<file path="src/logic/wpsd_regs.svh">
/*
 Timing and code constants for the walsh phase switch demodulator.
 Assumes a 20 MHz core clock; included by bare name.
*/
`ifndef WPSD_REGS_SVH
`define WPSD_REGS_SVH
// walsh step 16 ms, full cycle 2048 ms
`define WPSD_STEP_MS 32'h10
`define WPSD_CYCLE_MS 32'h800
// core clock in kHz (20 MHz)
`define WPSD_CLK_KHZ 32'h4E20
`define WPSD_STEP_CYC (`WPSD_STEP_MS * `WPSD_CLK_KHZ)
`define WPSD_STEPS (`WPSD_CYCLE_MS / `WPSD_STEP_MS)
// cycles from oscillator phase change to the affected sample
`define WPSD_LO_LAT 32'h2
`define WPSD_FIFO_DEPTH 32'h20
`define WPSD_PH_0 2'h0
`define WPSD_PH_90 2'h1
`define WPSD_PH_180 2'h2
`endif

</file>
<file path="src/logic/wpsd_pkg.sv">
/*
 Types shared by the walsh phase switch demodulator modules.
 Assumes nothing beyond a SystemVerilog compiler.
*/
`default_nettype none
package wpsd_pkg;
   typedef enum logic [1:0] {
      WPSD_OFF = 2'b00,
      WPSD_M180 = 2'b01,
      WPSD_M90 = 2'b10
   } wpsd_mode_e;
   typedef logic [1:0] wpsd_phase_t;
endpackage
`default_nettype wire

</file>
<file path="src/logic/wpsd_strm_if.sv">
/*
 Valid/ready stream carrier between the demodulator and its fifo.
 Assumes both ends share one clock.
*/
`default_nettype none
interface wpsd_strm_if #(parameter int W = 8);
   logic valid;
   logic ready;
   logic [W-1:0] data;
   modport src (output valid, output data, input ready);
   modport snk (input valid, input data, output ready);
endinterface
`default_nettype wire

</file>
<file path="src/logic/wpsd_demod_top.sv">
/*
 Walsh phase switch demodulator for one baseline: sequencer, sample
 fifo, sign demodulation, two state bins and sideband recovery.
 Assumes phase mode is held steady across a dump and samples arrive
 LAT cycles after the oscillator phase that produced them.
*/
`default_nettype none
`include "wpsd_regs.svh"
module wpsd_demod_top
   import wpsd_pkg::*;
#(
   parameter int SW = 4,
   parameter int AW = 32,
   parameter int CW = 8,
   parameter int DEPTH = `WPSD_FIFO_DEPTH,
   parameter int STEP_CYC = `WPSD_STEP_CYC,
   parameter int LAT = `WPSD_LO_LAT,
   parameter int IDW = $clog2(`WPSD_STEPS)
)(
   input wire logic i_clock,
   input wire logic i_resetn,
   input wire logic [1:0] i_mode,
   input wire logic [IDW-1:0] i_ant1_id,
   input wire logic [IDW-1:0] i_ant2_id,
   input wire logic [CW-1:0] i_dump_cycles,
   input wire logic i_in_valid,
   input wire logic signed [SW-1:0] i_a1_re,
   input wire logic signed [SW-1:0] i_a1_im,
   input wire logic signed [SW-1:0] i_a2_re,
   input wire logic signed [SW-1:0] i_a2_im,
   output logic o_in_ready,
   output logic [1:0] o_lo_phase1,
   output logic [1:0] o_lo_phase2,
   input wire logic i_vis_ready,
   output logic o_vis_valid,
   output logic o_vis_auto,
   output logic signed [AW-1:0] o_usb_re,
   output logic signed [AW-1:0] o_usb_im,
   output logic signed [AW-1:0] o_lsb_re,
   output logic signed [AW-1:0] o_lsb_im
);
   localparam int DW = SW + 1;
   localparam int PW = 2 * DW + 1;
   localparam int TW = 3 + 4 * SW;

   // widen first so the most negative sample negates cleanly
   function automatic logic signed [DW-1:0] flip(input logic signed [SW-1:0] x, input logic f);
      return f ? -DW'(x) : DW'(x);
   endfunction

   logic [2:0] tag;
   wpsd_strm_if #(.W(TW)) in_if ();
   wpsd_strm_if #(.W(TW)) out_if ();

   wpsd_walsh_seq #(
      .STEP_CYC(STEP_CYC),
      .LAT(LAT),
      .IDW(IDW)
   ) u_seq (
      .i_clock(i_clock),
      .i_resetn(i_resetn),
      .i_mode(i_mode),
      .i_ant1_id(i_ant1_id),
      .i_ant2_id(i_ant2_id),
      .o_lo_phase1(o_lo_phase1),
      .o_lo_phase2(o_lo_phase2),
      .o_tag(tag)
   );

   // the digitizer holds a refused sample, so it keeps the tag of the
   // cycle in which it was first offered
   logic [2:0] etag, tag_q, tag_d;
   logic held_q, held_d;

   always_comb begin
      etag = held_q ? tag_q : tag;
      tag_d = etag;
      held_d = i_in_valid && !in_if.ready;
   end

   always_ff @(posedge i_clock or negedge i_resetn) begin
      if (!i_resetn) begin
         tag_q <= '0;
         held_q <= 1'b0;
      end else begin
         tag_q <= tag_d;
         held_q <= held_d;
      end
   end

   // tag joins the sample on entry so fifo stalls cannot skew it
   assign in_if.valid = i_in_valid;
   assign in_if.data = {etag, i_a1_re, i_a1_im, i_a2_re, i_a2_im};
   assign o_in_ready = in_if.ready;

   wpsd_fifo #(
      .W(TW),
      .DEPTH(DEPTH)
   ) u_fifo (
      .i_clock(i_clock),
      .i_resetn(i_resetn),
      .wr(in_if.snk),
      .rd(out_if.src)
   );

   logic par, w1, w2, pop, auto_p, dem, bin, boundary, dump;
   logic signed [SW-1:0] a1re, a1im, a2re, a2im;
   logic signed [DW-1:0] d1re, d1im, d2re, d2im;
   logic signed [PW-1:0] p_re, p_im;
   logic signed [AW-1:0] rot_re, rot_im;
   logic signed [AW:0] s_re, s_im, t_re, t_im;
   logic signed [AW-1:0] acc_re_q [2];
   logic signed [AW-1:0] acc_im_q [2];
   logic signed [AW-1:0] acc_re_d [2];
   logic signed [AW-1:0] acc_im_d [2];
   logic [CW-1:0] cnt_q, cnt_d;
   logic par_seen_q, par_seen_d, sync_q, sync_d;
   logic vis_valid_q, vis_valid_d, vauto_q, vauto_d;
   logic signed [AW-1:0] usb_re_q, usb_im_q, lsb_re_q, lsb_im_q;
   logic signed [AW-1:0] usb_re_d, usb_im_d, lsb_re_d, lsb_im_d;
   wpsd_mode_e mode, vmode_q, vmode_d;

   assign {par, w1, w2, a1re, a1im, a2re, a2im} = out_if.data;
   // a held visibility blocks the drain, which backs the fifo up
   assign out_if.ready = !vis_valid_q || i_vis_ready;

   always_comb begin
      mode = wpsd_mode_e'(i_mode);
      pop = out_if.valid && out_if.ready;
      auto_p = (i_ant1_id == i_ant2_id);
      dem = (mode == WPSD_M180) && !auto_p;
      d1re = flip(a1re, dem && w1);
      d1im = flip(a1im, dem && w1);
      d2re = flip(a2re, dem && w2);
      d2im = flip(a2im, dem && w2);
      // product of antenna 1 with the conjugate of antenna 2
      p_re = PW'(d1re * d2re) + PW'(d1im * d2im);
      p_im = PW'(d1im * d2re) - PW'(d1re * d2im);
      bin = (mode == WPSD_M90) && !auto_p && w2;
      boundary = pop && (par != par_seen_q);
      dump = boundary && sync_q && (CW'(cnt_q + 1'b1) >= i_dump_cycles);
      par_seen_d = pop ? par : par_seen_q;
      sync_d = sync_q || boundary;
      cnt_d = cnt_q;
      if (boundary) begin
         cnt_d = (dump || !sync_q) ? '0 : CW'(cnt_q + 1'b1);
      end
      acc_re_d = acc_re_q;
      acc_im_d = acc_im_q;
      // first partial cycle is thrown away; bins restart on each dump
      if (boundary && (dump || !sync_q)) begin
         acc_re_d[0] = '0;
         acc_im_d[0] = '0;
         acc_re_d[1] = '0;
         acc_im_d[1] = '0;
      end
      if (pop && sync_d) begin
         acc_re_d[bin] = acc_re_d[bin] + AW'(p_re);
         acc_im_d[bin] = acc_im_d[bin] + AW'(p_im);
      end
      // quarter turn back: (re, im) of state 1 becomes (im, -re)
      rot_re = acc_im_q[1];
      rot_im = -acc_re_q[1];
      s_re = (AW+1)'(acc_re_q[0]) + (AW+1)'(rot_re);
      s_im = (AW+1)'(acc_im_q[0]) + (AW+1)'(rot_im);
      t_re = (AW+1)'(acc_re_q[0]) - (AW+1)'(rot_re);
      t_im = (AW+1)'(acc_im_q[0]) - (AW+1)'(rot_im);
      vis_valid_d = (vis_valid_q && !i_vis_ready) || dump;
      vmode_d = vmode_q;
      vauto_d = vauto_q;
      usb_re_d = usb_re_q;
      usb_im_d = usb_im_q;
      lsb_re_d = lsb_re_q;
      lsb_im_d = lsb_im_q;
      if (dump) begin
         vmode_d = mode;
         vauto_d = auto_p;
         if (mode == WPSD_M90 && !auto_p) begin
            usb_re_d = s_re[AW:1];
            usb_im_d = s_im[AW:1];
            lsb_re_d = t_re[AW:1];
            lsb_im_d = t_im[AW:1];
         end else begin
            usb_re_d = acc_re_q[0];
            usb_im_d = acc_im_q[0];
            lsb_re_d = '0;
            lsb_im_d = '0;
         end
      end
   end

   always_ff @(posedge i_clock or negedge i_resetn) begin
      if (!i_resetn) begin
         for (int i = 0; i < 2; i++) begin
            acc_re_q[i] <= '0;
            acc_im_q[i] <= '0;
         end
         cnt_q <= '0;
         par_seen_q <= 1'b0;
         sync_q <= 1'b0;
         vis_valid_q <= 1'b0;
         vauto_q <= 1'b0;
         vmode_q <= WPSD_OFF;
         usb_re_q <= '0;
         usb_im_q <= '0;
         lsb_re_q <= '0;
         lsb_im_q <= '0;
      end else begin
         acc_re_q <= acc_re_d;
         acc_im_q <= acc_im_d;
         cnt_q <= cnt_d;
         par_seen_q <= par_seen_d;
         sync_q <= sync_d;
         vis_valid_q <= vis_valid_d;
         vauto_q <= vauto_d;
         vmode_q <= vmode_d;
         usb_re_q <= usb_re_d;
         usb_im_q <= usb_im_d;
         lsb_re_q <= lsb_re_d;
         lsb_im_q <= lsb_im_d;
      end
   end

   assign o_vis_valid = vis_valid_q;
   assign o_vis_auto = vauto_q;
   assign o_usb_re = usb_re_q;
   assign o_usb_im = usb_im_q;
   assign o_lsb_re = lsb_re_q;
   assign o_lsb_im = lsb_im_q;

   property p_flip180;
      @(posedge i_clock) disable iff (!i_resetn)
      (pop && mode == WPSD_M180 && !auto_p && w2) |-> ((d2re + DW'(a2re)) == '0);
   endproperty
   a_flip180: assert property (p_flip180) else $error("half turn not removed");
   property p_auto;
      @(posedge i_clock) disable iff (!i_resetn)
      (pop && auto_p) |-> (d1re == DW'(a1re)) && (d2re == DW'(a2re)) && !bin;
   endproperty
   a_auto: assert property (p_auto) else $error("auto product was demodulated");
   property p_bins;
      @(posedge i_clock) disable iff (!i_resetn)
      (pop && sync_q && !boundary && bin) |=> $stable(acc_re_q[0]) && $stable(acc_im_q[0]);
   endproperty
   a_bins: assert property (p_bins) else $error("state 1 leaked into bin 0");
   property p_sum180;
      @(posedge i_clock) disable iff (!i_resetn)
      (o_vis_valid && vmode_q != WPSD_M90) |-> (o_lsb_re == '0) && (o_lsb_im == '0);
   endproperty
   a_sum180: assert property (p_sum180) else $error("single bin dump has lower part");

   property p_swap;
      @(posedge i_clock) disable iff (!i_resetn)
      (dump && mode == WPSD_M90 && !auto_p)
         |=> o_vis_valid && (o_usb_re == AW'(((AW+1)'($past(acc_re_q[0]))
            + (AW+1)'($past(acc_im_q[1]))) >>> 1));
   endproperty
   a_swap: assert property (p_swap) else $error("state 1 parts not exchanged");

   property p_lsb_sign;
      @(posedge i_clock) disable iff (!i_resetn)
      (dump && mode == WPSD_M90 && !auto_p && acc_re_q[1] == '0 && acc_im_q[1] == '0)
         |=> (o_usb_re == o_lsb_re) && (o_usb_im == o_lsb_im);
   endproperty
   a_lsb_sign: assert property (p_lsb_sign) else $error("sideband split wrong");

   property p_hold;
      @(posedge i_clock) disable iff (!i_resetn)
      (o_vis_valid && !i_vis_ready) |=> o_vis_valid && $stable(o_usb_re) && $stable(o_lsb_im);
   endproperty
   a_hold: assert property (p_hold) else $error("visibility dropped while stalled");

   property p_vis_take;
      @(posedge i_clock) disable iff (!i_resetn)
      (o_vis_valid && i_vis_ready && !dump) |=> !o_vis_valid;
   endproperty
   a_vis_take: assert property (p_vis_take) else $error("visibility not released");

   property p_tag_hold;
      @(posedge i_clock) disable iff (!i_resetn)
      (i_in_valid && !o_in_ready) |=> (etag == $past(etag));
   endproperty
   a_tag_hold: assert property (p_tag_hold) else $error("held sample lost its tag");

   property p_discard;
      @(posedge i_clock) disable iff (!i_resetn)
      (pop && !sync_d) |=> (acc_re_q[0] == '0) && (acc_re_q[1] == '0);
   endproperty
   a_discard: assert property (p_discard) else $error("partial cycle accumulated");

   property p_count;
      @(posedge i_clock) disable iff (!i_resetn)
      (boundary && sync_q && !dump) |=> (cnt_q == CW'($past(cnt_q) + 1'b1));
   endproperty
   a_count: assert property (p_count) else $error("walsh cycle count slipped");
endmodule // wpsd_demod_top
`default_nettype wire

</file>
<file path="src/logic/wpsd_fifo.sv">
/*
 Flop based fifo with valid/ready on both sides.
 Assumes one clock; ready toward the writer comes from a flop.
*/
`default_nettype none
`include "wpsd_regs.svh"
module wpsd_fifo #(
   parameter int W = 8,
   parameter int DEPTH = `WPSD_FIFO_DEPTH,
   parameter int PW = $clog2(DEPTH)
)(
   input wire logic i_clock,
   input wire logic i_resetn,
   wpsd_strm_if.snk wr,
   wpsd_strm_if.src rd
);
   function automatic logic [PW-1:0] nxt(input logic [PW-1:0] p);
      return (p == PW'(DEPTH - 1)) ? '0 : PW'(p + 1'b1);
   endfunction
   logic [W-1:0] mem_q [DEPTH];
   logic [W-1:0] mem_d [DEPTH];
   logic [PW-1:0] wp_q, wp_d, rp_q, rp_d;
   logic [PW:0] cnt_q, cnt_d;
   logic rdy_q, rdy_d;
   logic push, pop;
   always_comb begin
      push = wr.valid && rdy_q;
      pop = rd.valid && rd.ready;
      mem_d = mem_q;
      if (push) begin
         mem_d[wp_q] = wr.data;
      end
      wp_d = push ? nxt(wp_q) : wp_q;
      rp_d = pop ? nxt(rp_q) : rp_q;
      cnt_d = cnt_q + (PW+1)'(push) - (PW+1)'(pop);
      // registered ready taken from the next count: all DEPTH slots fill, none is lost
      rdy_d = (cnt_d != (PW+1)'(DEPTH));
   end
   always_ff @(posedge i_clock) begin
      mem_q <= mem_d;
   end
   always_ff @(posedge i_clock or negedge i_resetn) begin
      if (!i_resetn) begin
         wp_q <= '0;
         rp_q <= '0;
         cnt_q <= '0;
         rdy_q <= 1'b0;
      end else begin
         wp_q <= wp_d;
         rp_q <= rp_d;
         cnt_q <= cnt_d;
         rdy_q <= rdy_d;
      end
   end
   assign wr.ready = rdy_q;
   assign rd.valid = (cnt_q != '0);
   assign rd.data = mem_q[rp_q];
endmodule // wpsd_fifo
`default_nettype wire

</file>
<file path="src/logic/wpsd_walsh_seq.sv">
/*
 Walsh pattern sequencer: steps the pattern index, drives oscillator
 phase codes and a tag delayed to line up with returning samples.
 Assumes antenna ids are distinct across the array.
*/
`default_nettype none
`include "wpsd_regs.svh"
module wpsd_walsh_seq
   import wpsd_pkg::*;
#(
   parameter int STEP_CYC = `WPSD_STEP_CYC,
   parameter int STEPS = `WPSD_STEPS,
   parameter int LAT = `WPSD_LO_LAT,
   parameter int IDW = $clog2(STEPS)
)(
   input wire logic i_clock,
   input wire logic i_resetn,
   input wire logic [1:0] i_mode,
   input wire logic [IDW-1:0] i_ant1_id,
   input wire logic [IDW-1:0] i_ant2_id,
   output logic [1:0] o_lo_phase1,
   output logic [1:0] o_lo_phase2,
   output logic [2:0] o_tag
);
   localparam int DW = $clog2(STEP_CYC);
   // hadamard row: distinct ids give orthogonal rows over STEPS steps
   function automatic logic walsh_bit(input logic [IDW-1:0] id, input logic [IDW-1:0] ix);
      return ^(id & ix);
   endfunction
   logic [DW-1:0] div_q, div_d;
   logic [IDW-1:0] idx_q, idx_d;
   logic par_q, par_d, wrap, w1, w2;
   wpsd_phase_t ph1_q, ph1_d, ph2_q, ph2_d;
   logic [2:0] tap_q [LAT+1];
   logic [2:0] tap_d [LAT+1];
   always_comb begin
      wrap = (div_q == DW'(STEP_CYC - 1));
      div_d = wrap ? '0 : DW'(div_q + 1'b1);
      idx_d = wrap ? IDW'(idx_q + 1'b1) : idx_q;
      par_d = (wrap && idx_q == IDW'(STEPS - 1)) ? ~par_q : par_q;
      w1 = walsh_bit(i_ant1_id, idx_q);
      w2 = walsh_bit(i_ant2_id, idx_q);
      ph1_d = `WPSD_PH_0;
      ph2_d = `WPSD_PH_0;
      unique case (wpsd_mode_e'(i_mode))
         WPSD_OFF: begin
         end
         WPSD_M180: begin
            ph1_d = w1 ? `WPSD_PH_180 : `WPSD_PH_0;
            ph2_d = w2 ? `WPSD_PH_180 : `WPSD_PH_0;
         end
         WPSD_M90: begin
            ph2_d = w2 ? `WPSD_PH_90 : `WPSD_PH_0;
         end
         default: begin
         end
      endcase
      // tap 0 changes with the phase outputs; tap LAT meets the samples
      tap_d[0] = {par_q, w1, w2};
      for (int i = 1; i <= LAT; i++) begin
         tap_d[i] = tap_q[i-1];
      end
   end
   always_ff @(posedge i_clock or negedge i_resetn) begin
      if (!i_resetn) begin
         div_q <= '0;
         idx_q <= '0;
         par_q <= 1'b0;
         ph1_q <= `WPSD_PH_0;
         ph2_q <= `WPSD_PH_0;
         for (int i = 0; i <= LAT; i++) begin
            tap_q[i] <= '0;
         end
      end else begin
         div_q <= div_d;
         idx_q <= idx_d;
         par_q <= par_d;
         ph1_q <= ph1_d;
         ph2_q <= ph2_d;
         tap_q <= tap_d;
      end
   end
   assign o_lo_phase1 = ph1_q;
   assign o_lo_phase2 = ph2_q;
   assign o_tag = tap_q[LAT];

   property p_step;
      @(posedge i_clock) disable iff (!i_resetn)
      (div_q == DW'(STEP_CYC - 1)) |=> (idx_q == IDW'($past(idx_q) + 1'b1));
   endproperty
   a_step: assert property (p_step) else $error("walsh index did not step");
   property p_steady;
      @(posedge i_clock) disable iff (!i_resetn)
      (div_q != DW'(STEP_CYC - 1)) |=> $stable(idx_q);
   endproperty
   a_steady: assert property (p_steady) else $error("walsh index moved mid step");
   property p_cycle;
      @(posedge i_clock) disable iff (!i_resetn)
      (wrap && idx_q == IDW'(STEPS - 1)) |=> (par_q != $past(par_q)) && (idx_q == '0);
   endproperty
   a_cycle: assert property (p_cycle) else $error("walsh cycle end missed");
   property p_lo90;
      @(posedge i_clock) disable iff (!i_resetn)
      (i_mode == WPSD_M90) |=> (o_lo_phase1 == `WPSD_PH_0)
         && (o_lo_phase2 == ($past(w2) ? `WPSD_PH_90 : `WPSD_PH_0));
   endproperty
   a_lo90: assert property (p_lo90) else $error("quarter turn phase wrong");
   property p_align;
      @(posedge i_clock) disable iff (!i_resetn)
      o_tag == $past(tap_q[0], LAT);
   endproperty
   a_align: assert property (p_align) else $error("sample tag misaligned");
endmodule // wpsd_walsh_seq
`default_nettype wire

</file>
<file path="config.mk">
export PLATFORM = sky130hd
export DESIGN_NAME = wpsd_demod_top
export DESIGN_NICKNAME = d
export VERILOG_FILES = /design/src/logic/wpsd_pkg.sv /design/src/logic/wpsd_strm_if.sv /design/src/logic/wpsd_demod_top.sv /design/src/logic/wpsd_fifo.sv /design/src/logic/wpsd_walsh_seq.sv
export VERILOG_INCLUDE_DIRS = /design/src /design/src/logic
export SDC_FILE = /design/constraint.sdc
export NUM_CORES = 2
export LEC_CHECK = 0
export BUFFER_PORTS_ARGS = -buffer_cell sky130_fd_sc_hd__buf_2
export CORE_MARGIN = 2
export CORE_UTILIZATION = 50
export CTS_CLUSTER_SIZE = 10
export DETAILED_ROUTE_END_ITERATION = 12
export GPL_TIMING_DRIVEN = 0
export PLACE_DENSITY_LB_ADDON = 0.3
export SYNTH_ARGS = -nofsm -noshare
export SYNTH_HDL_FRONTEND = slang
export SYNTH_SLANG_ARGS = --single-unit
</file>
<file path="constraint.sdc">
create_clock -name i_clock -period 10.7 [get_ports i_clock]
set_input_delay 0.535 -clock i_clock [delete_from_list [all_inputs] [get_ports i_clock]]
set_output_delay 0.535 -clock i_clock [all_outputs]
set_load 0.05 [all_outputs]
</file>
### After elaboration in Yosys (flattened, before gate mapping)

Index checks and enable logic that the tools add are counted.

* memories kept: 0
* RAM bits: 0
* memory bits (read-only): 0
* word-level logic and storage cells: 171
* register bits after elaboration: 937
* latch bits: 0

* $mul: 4
* shift operators: 0
* add/sub/neg operators: 20
* equal/unequal tests: 9
* multiplexer cells: 38
* bitwise operators: 6
* div/mod/pow operators: 0
* reduce and logical (&&, ||, !) cells: 29
* order comparisons: 6

Operator list (count)
* 608-bit bitwise mux: 1
* 32-bit two-way mux: 11
* 64-bit two-way mux: 4
* 64-bit bitwise mux: 2
* 19-bit binary-select mux with 5-bit select: 1
* 19-bit demux with 5-bit select: 1
* 19-bit two-way mux: 4
* 32-bit by 32-bit adder with 33-bit output: 2
* 32-bit by 32-bit subtractor with 33-bit output: 2
* 32-bit by 11-bit adder with 32-bit output: 2
* 5-bit by 5-bit multiplier with 10-bit output: 4
* 32-bit demux with 1-bit select: 1
* 32-bit negator: 1
* 5-bit two-way mux: 6
* 4-bit negator with 5-bit output: 4
* 19-bit by 1-bit adder with 19-bit output (second input constant): 1
* 19-bit equality test (second input constant): 1
* 1-bit logical AND: 17
* 7-bit AND: 2
* 7-bit XOR reduction: 2
* 6-bit greater-or-equal comparator (second input constant): 2
* 5-bit inverter with 6-bit output: 2
* 10-bit by 10-bit adder with 11-bit output: 1
* 10-bit by 10-bit subtractor with 11-bit output: 1
* 26 further kinds: 37

### Longest topological paths before layout

* depth in word-level cells: 17
* depth in mapped cells: 37

### Modules after synthesis

Synthesis repeated with hierarchy kept, for this count alone.

* cells, all modules: 4830
* area total of the unflattened synthesis: 56553.0 µm²

Modules (own cells, without submodules)
* wpsd_demod_top: instances 1, cells each 3518, area an instance 30385.4 µm², sequential area each 6806.5 µm²
* wpsd_fifo: instances 1, cells each 1155, area an instance 24328.3 µm², sequential area each 18682.9 µm²
* wpsd_walsh_seq: instances 1, cells each 157, area an instance 1839.3 µm², sequential area each 975.9 µm²

### Worst setup path after synthesis

No wires, ideal clock.

* path type: flip-flop to flip-flop
* start point: register u_fifo.rp_q[0]
* end point: register acc_re_q[63] (netlist name)
* required time: 10.565 ns
* cell stages (with the launch flop): 37
* period minus slack after synthesis: 9.217 ns
* setup time: 0.135 ns
* arrival: 9.081 ns
* path buffers: 8
* path slack: 1.483 ns
* path through: dfrtp_1 -> buf_6 -> buf_6 -> buf_6 -> buf_6 -> buf_6 -> buf_6 -> mux4_2 -> mux4_2 -> mux2i_1 -> clkbuf_1 -> ha_1 -> a21oi_1 -> mux2i_1 -> buf_2 -> or2_2 -> inv_1 -> fa_1 -> inv_1 -> fa_1 -> fa_1 -> inv_1 -> fa_1 -> inv_1 -> fa_1 -> inv_1 -> ha_1 -> a21oi_1 -> o221ai_1 -> a21o_1 -> a2bb2oi_1 -> a2bb2oi_1 -> o31ai_1 -> a21o_1 -> a21oi_1 -> xnor2_1 -> o21ai_0

RTL lines
* start: declaration: line wpsd_fifo.sv:22 `logic [PW-1:0] wp_q, wp_d, rp_q, rp_d;`
* start signal: assignment: line wpsd_fifo.sv:50 `rp_q <= rp_d;`
* end signal: assignment: line wpsd_demod_top.sv:209 `acc_re_q <= acc_re_d;`
* end: declaration: line wpsd_demod_top.sv:112 `logic signed [AW-1:0] acc_re_q [2];`

==> impl_metrics.tcl <==
set metrics [dict create \
    cpLargestDelayFamily "adder cells" \
    synth_fa_ha_area_share_pct 17.2 \
    nFillCells 9296 \
    max_slew_margin_pct 25.0 \
    synth_compound_area_share_pct 8.57 \
    instances_no_fill 6712 \
    clkLatencyLatePin_ns 0.74 \
    crit_type "reg -> reg" \
    setup_slack_ns 0.479 \
    syn_to_final_growth_pct 12.9 \
    ys_seq_elements 936 \
    period_minus_slack_ns 10.22 \
    cts.path.max_buffers 3 \
    rr_worst_depth 37 \
    synth_enable_flop_cells 608 \
    place_ws_ns -1.61 \
    critPathMaxFanout 10 \
    routedWlPerCell_um 24.7 \
    io_buffer_count 177 \
    tightest_slew_ns 1.12 \
    ff2ff_setup_slack_ns 0.48 \
    muxShareOfSynthArea_pct 8.75 \
    cts_sinks 936 \
    async_flop_share_pct 35.0 \
    final_net_count 5804 \
    yosysWarningCount 0 \
    cts_tree "done" \
    dieArea_um2 116000 \
    cpPeakStageDelay_ns 0.68 \
    dp_hpwl_um 124000 \
    route.detailed.drc 0 \
    crit_slowest_cell "fa_2" \
    grt_max_degree 100 \
    yosys.area_share.xor_xnor_pct 4.15 \
    setup_tns_ns 0 \
    hold_end "held_q$_DFF_PN0_" \
    worstReg2RegEnd "rot_re[31]$_DFF_PN0_" \
    drt_iter0_drc 3881 \
    cp.arrival_ns 10.81 \
    synth_cells 4803 \
    grt_use_total_pct 28.8 \
    cp_num_buf_inv 15 \
    synth-main-ff-cell "edfxtp_1" \
    numCtsBuffers 108 \
    fmax_mhz 97.8 \
    synth_fp_nets 5460 \
    max_cap_violations 0 \
    seq_area_frac_synth_pct 46.7 \
    antenna_left 0 \
    gp_congestion 0.973 \
    avgViaCountPerCell 5.83 \
    min_path_type "in -> reg" \
    fp.dieW_um 341 \
    rr_startpoint "u_fifo.rp_q[0]$_DFFE_PN0P_" \
    drive_gt1_share_pct 13.4 \
    dieHeight_um 341 \
    yosys.cell_types.count 91 \
    crit_top_cell "buf_6" \
    hold_start "i_in_valid" \
    final_common_cell "edfxtp_1" \
    whs_path_depth 2 \
    dpl.cell_count 6505 \
    fin_crit_sh_pct 95.5 \
    synth_area_leaders "edfxtp_1 32%, dfrtp_1 14%, fa_1 9.7%, ha_1 7.5%, mux4_2 6.7%" \
    grt_pass1_vias 39200 \
    final_core_util_pct 56.9 \
    yosysTopAreaCell "edfxtp_1" \
    slew_viol_final 0 \
    mappedNetlistArea_um2 56700 \
    fin_worst_skew_ns 0.0760 \
    cp-start-kind "flip-flop" \
    vias 39200 \
    antenna_found_initial 3 \
    synth_top_family_by_area "adder cells" \
    crit_required_ns 11.29 \
    cts.reportedPaths.clkPinSlew_ns 0.06 \
    setup_viol 0 \
    hold_violations 0 \
    status "finished clean" \
    end_kind "flip-flop" \
    coreArea_um2 112000 \
    worstSetupPathDepth 37 \
    avgSynthCellArea_um2 11.8 \
    num_io_pins 179 \
    h-tree-depth 3 \
    rows 123 \
    grt-ovfl-total 0 \
    cts_root_buf "clkbuf_16" \
    synthSimpleGateAreaFrac_pct 9.16 \
    wirelength_um 166000 \
    start_util_pct 50.4 \
    grt_first_pass_wirelength_um 250000 \
    first_pass_iters 6 \
    mostFrequentLayoutCells "608 x edfxtp_1, 569 x inv_1, 339 x ha_1" \
    synth_top_area_share_pct 32.2 \
]
-- cells in the mapped netlist, types with 13 or more instances --
cell type and instances:
mux2i_1 103, fa_1 274, or3_1 25, nand3_1 192
inv_1 576, mux4_2 168, nor4_1 13, o31ai_1 37
or2_2 19, dfrtp_1 328, nand2b_1 41, nor3_1 44
nand2_1 285, a31oi_1 29, nor2b_1 41, ha_1 339
a21o_1 56, xnor2_1 178, buf_1 22, nand4_1 14
clkbuf_1 148, o21a_1 13, and3_1 27, xor2_1 84
edfxtp_1 608, buf_2 31, nor2_1 342, o21bai_1 33
o21ai_0 291, a211oi_1 13, and2_1 13, a21oi_1 202
-- repair_timing --
item                                    CTS  global route
gates resized for setup                  37            24
hold buffers                              1             0
gates cloned                              1             0
buffers inserted                         26             5
endpoints found under the setup margin   76            46
pin swaps                                 1             1
hold endpoints to repair                 50             0
-- routing by layer --
layer,track usage (%),wire length (um),vias to the layer above
met1,38.3,66700,19600
met2,47.3,79100,1683
met5,0,13,-
li1,-,-,17500
met3,4.25,12000,339
met4,12.1,8160,2
-- area by class of cell --
cell class | count | area [um^2] | share of cell area [%]
well taps | 1500 | 1880 | 2.93
multi-input cells | 3072 | 27500 | 42.9
flip-flops and latches | 936 | 26500 | 41.4
repair inverters | 1 | 7.51 | 0.0117
diodes | 2 | 5.00 | 0.00782
plain buffers | 217 | 1020 | 1.59
clock inverters | 15 | 277 | 0.432
repair buffers | 234 | 1760 | 2.76
inverters | 577 | 2190 | 3.42
clock buffers | 158 | 2910 | 4.55
-- per-stage QoR --
stage	hold slack (ns)	cell area [um^2]
after floorplan	0.239	56700
after global placement	0.332	59400
after detailed placement	0.337	60300
after CTS	0.0467	63800
after global routing	0.0725	64000
final	0.0749	64000
-- sequential cells by signal (all words and copies together), names as in the netlist, 2 cells and up --
register	cells
o_lsb_im	32
o_lsb_re	32
o_usb_re	32
u_seq.idx_q	7
acc_im_q	32
u_fifo.wp_q	5
tag_q	3
u_fifo.mem_q	608
cnt_q	8
rot_re	32
u_seq.o_lo_phase2	2
u_fifo.cnt_q	6
o_usb_im	32
u_fifo.rp_q	5
u_seq.tap_d	6
u_seq.div_q	19
u_seq.o_tag	3
acc_re_q	64
-- worst max path at each step --
| stage | end | startpoint |
|---|---|---|
| 2_1_floorplan | acc_re_q[63]$_DFF_PN0_ | u_fifo.rp_q[0]$_DFFE_PN0P_ |
| 3_3_place_gp | acc_re_q[63]$_DFF_PN0_ | u_fifo.rp_q[1]$_DFFE_PN0P_ |
| 3_5_place_dp | acc_re_q[31]$_DFF_PN0_ | u_fifo.rp_q[1]$_DFFE_PN0P_ |
| 4_1_cts | acc_re_q[31]$_DFF_PN0_ | u_fifo.rp_q[0]$_DFFE_PN0P_ |
| 5_1_grt | acc_re_q[56]$_DFF_PN0_ | u_fifo.rp_q[0]$_DFFE_PN0P_ |
| 6_report | rot_re[31]$_DFF_PN0_ | u_fifo.rp_q[0]$_DFFE_PN0P_ |
-- kinds of logic (layout without fill, tap and decap cells) --
group | after synthesis | count (layout)
buf+inv | 795 | 1202
mux | 283 | 283
simple gates | 1111 | 1111
fa+ha+maj | 613 | 613
compound gates | 799 | 799
xor+xnor | 265 | 265
other cells | 1 | 3
flops | 936 | 936
Power is left out: the tool's default activity adds up to more than one toggle a clock period on the data nets, which glitch-free logic cannot reach.
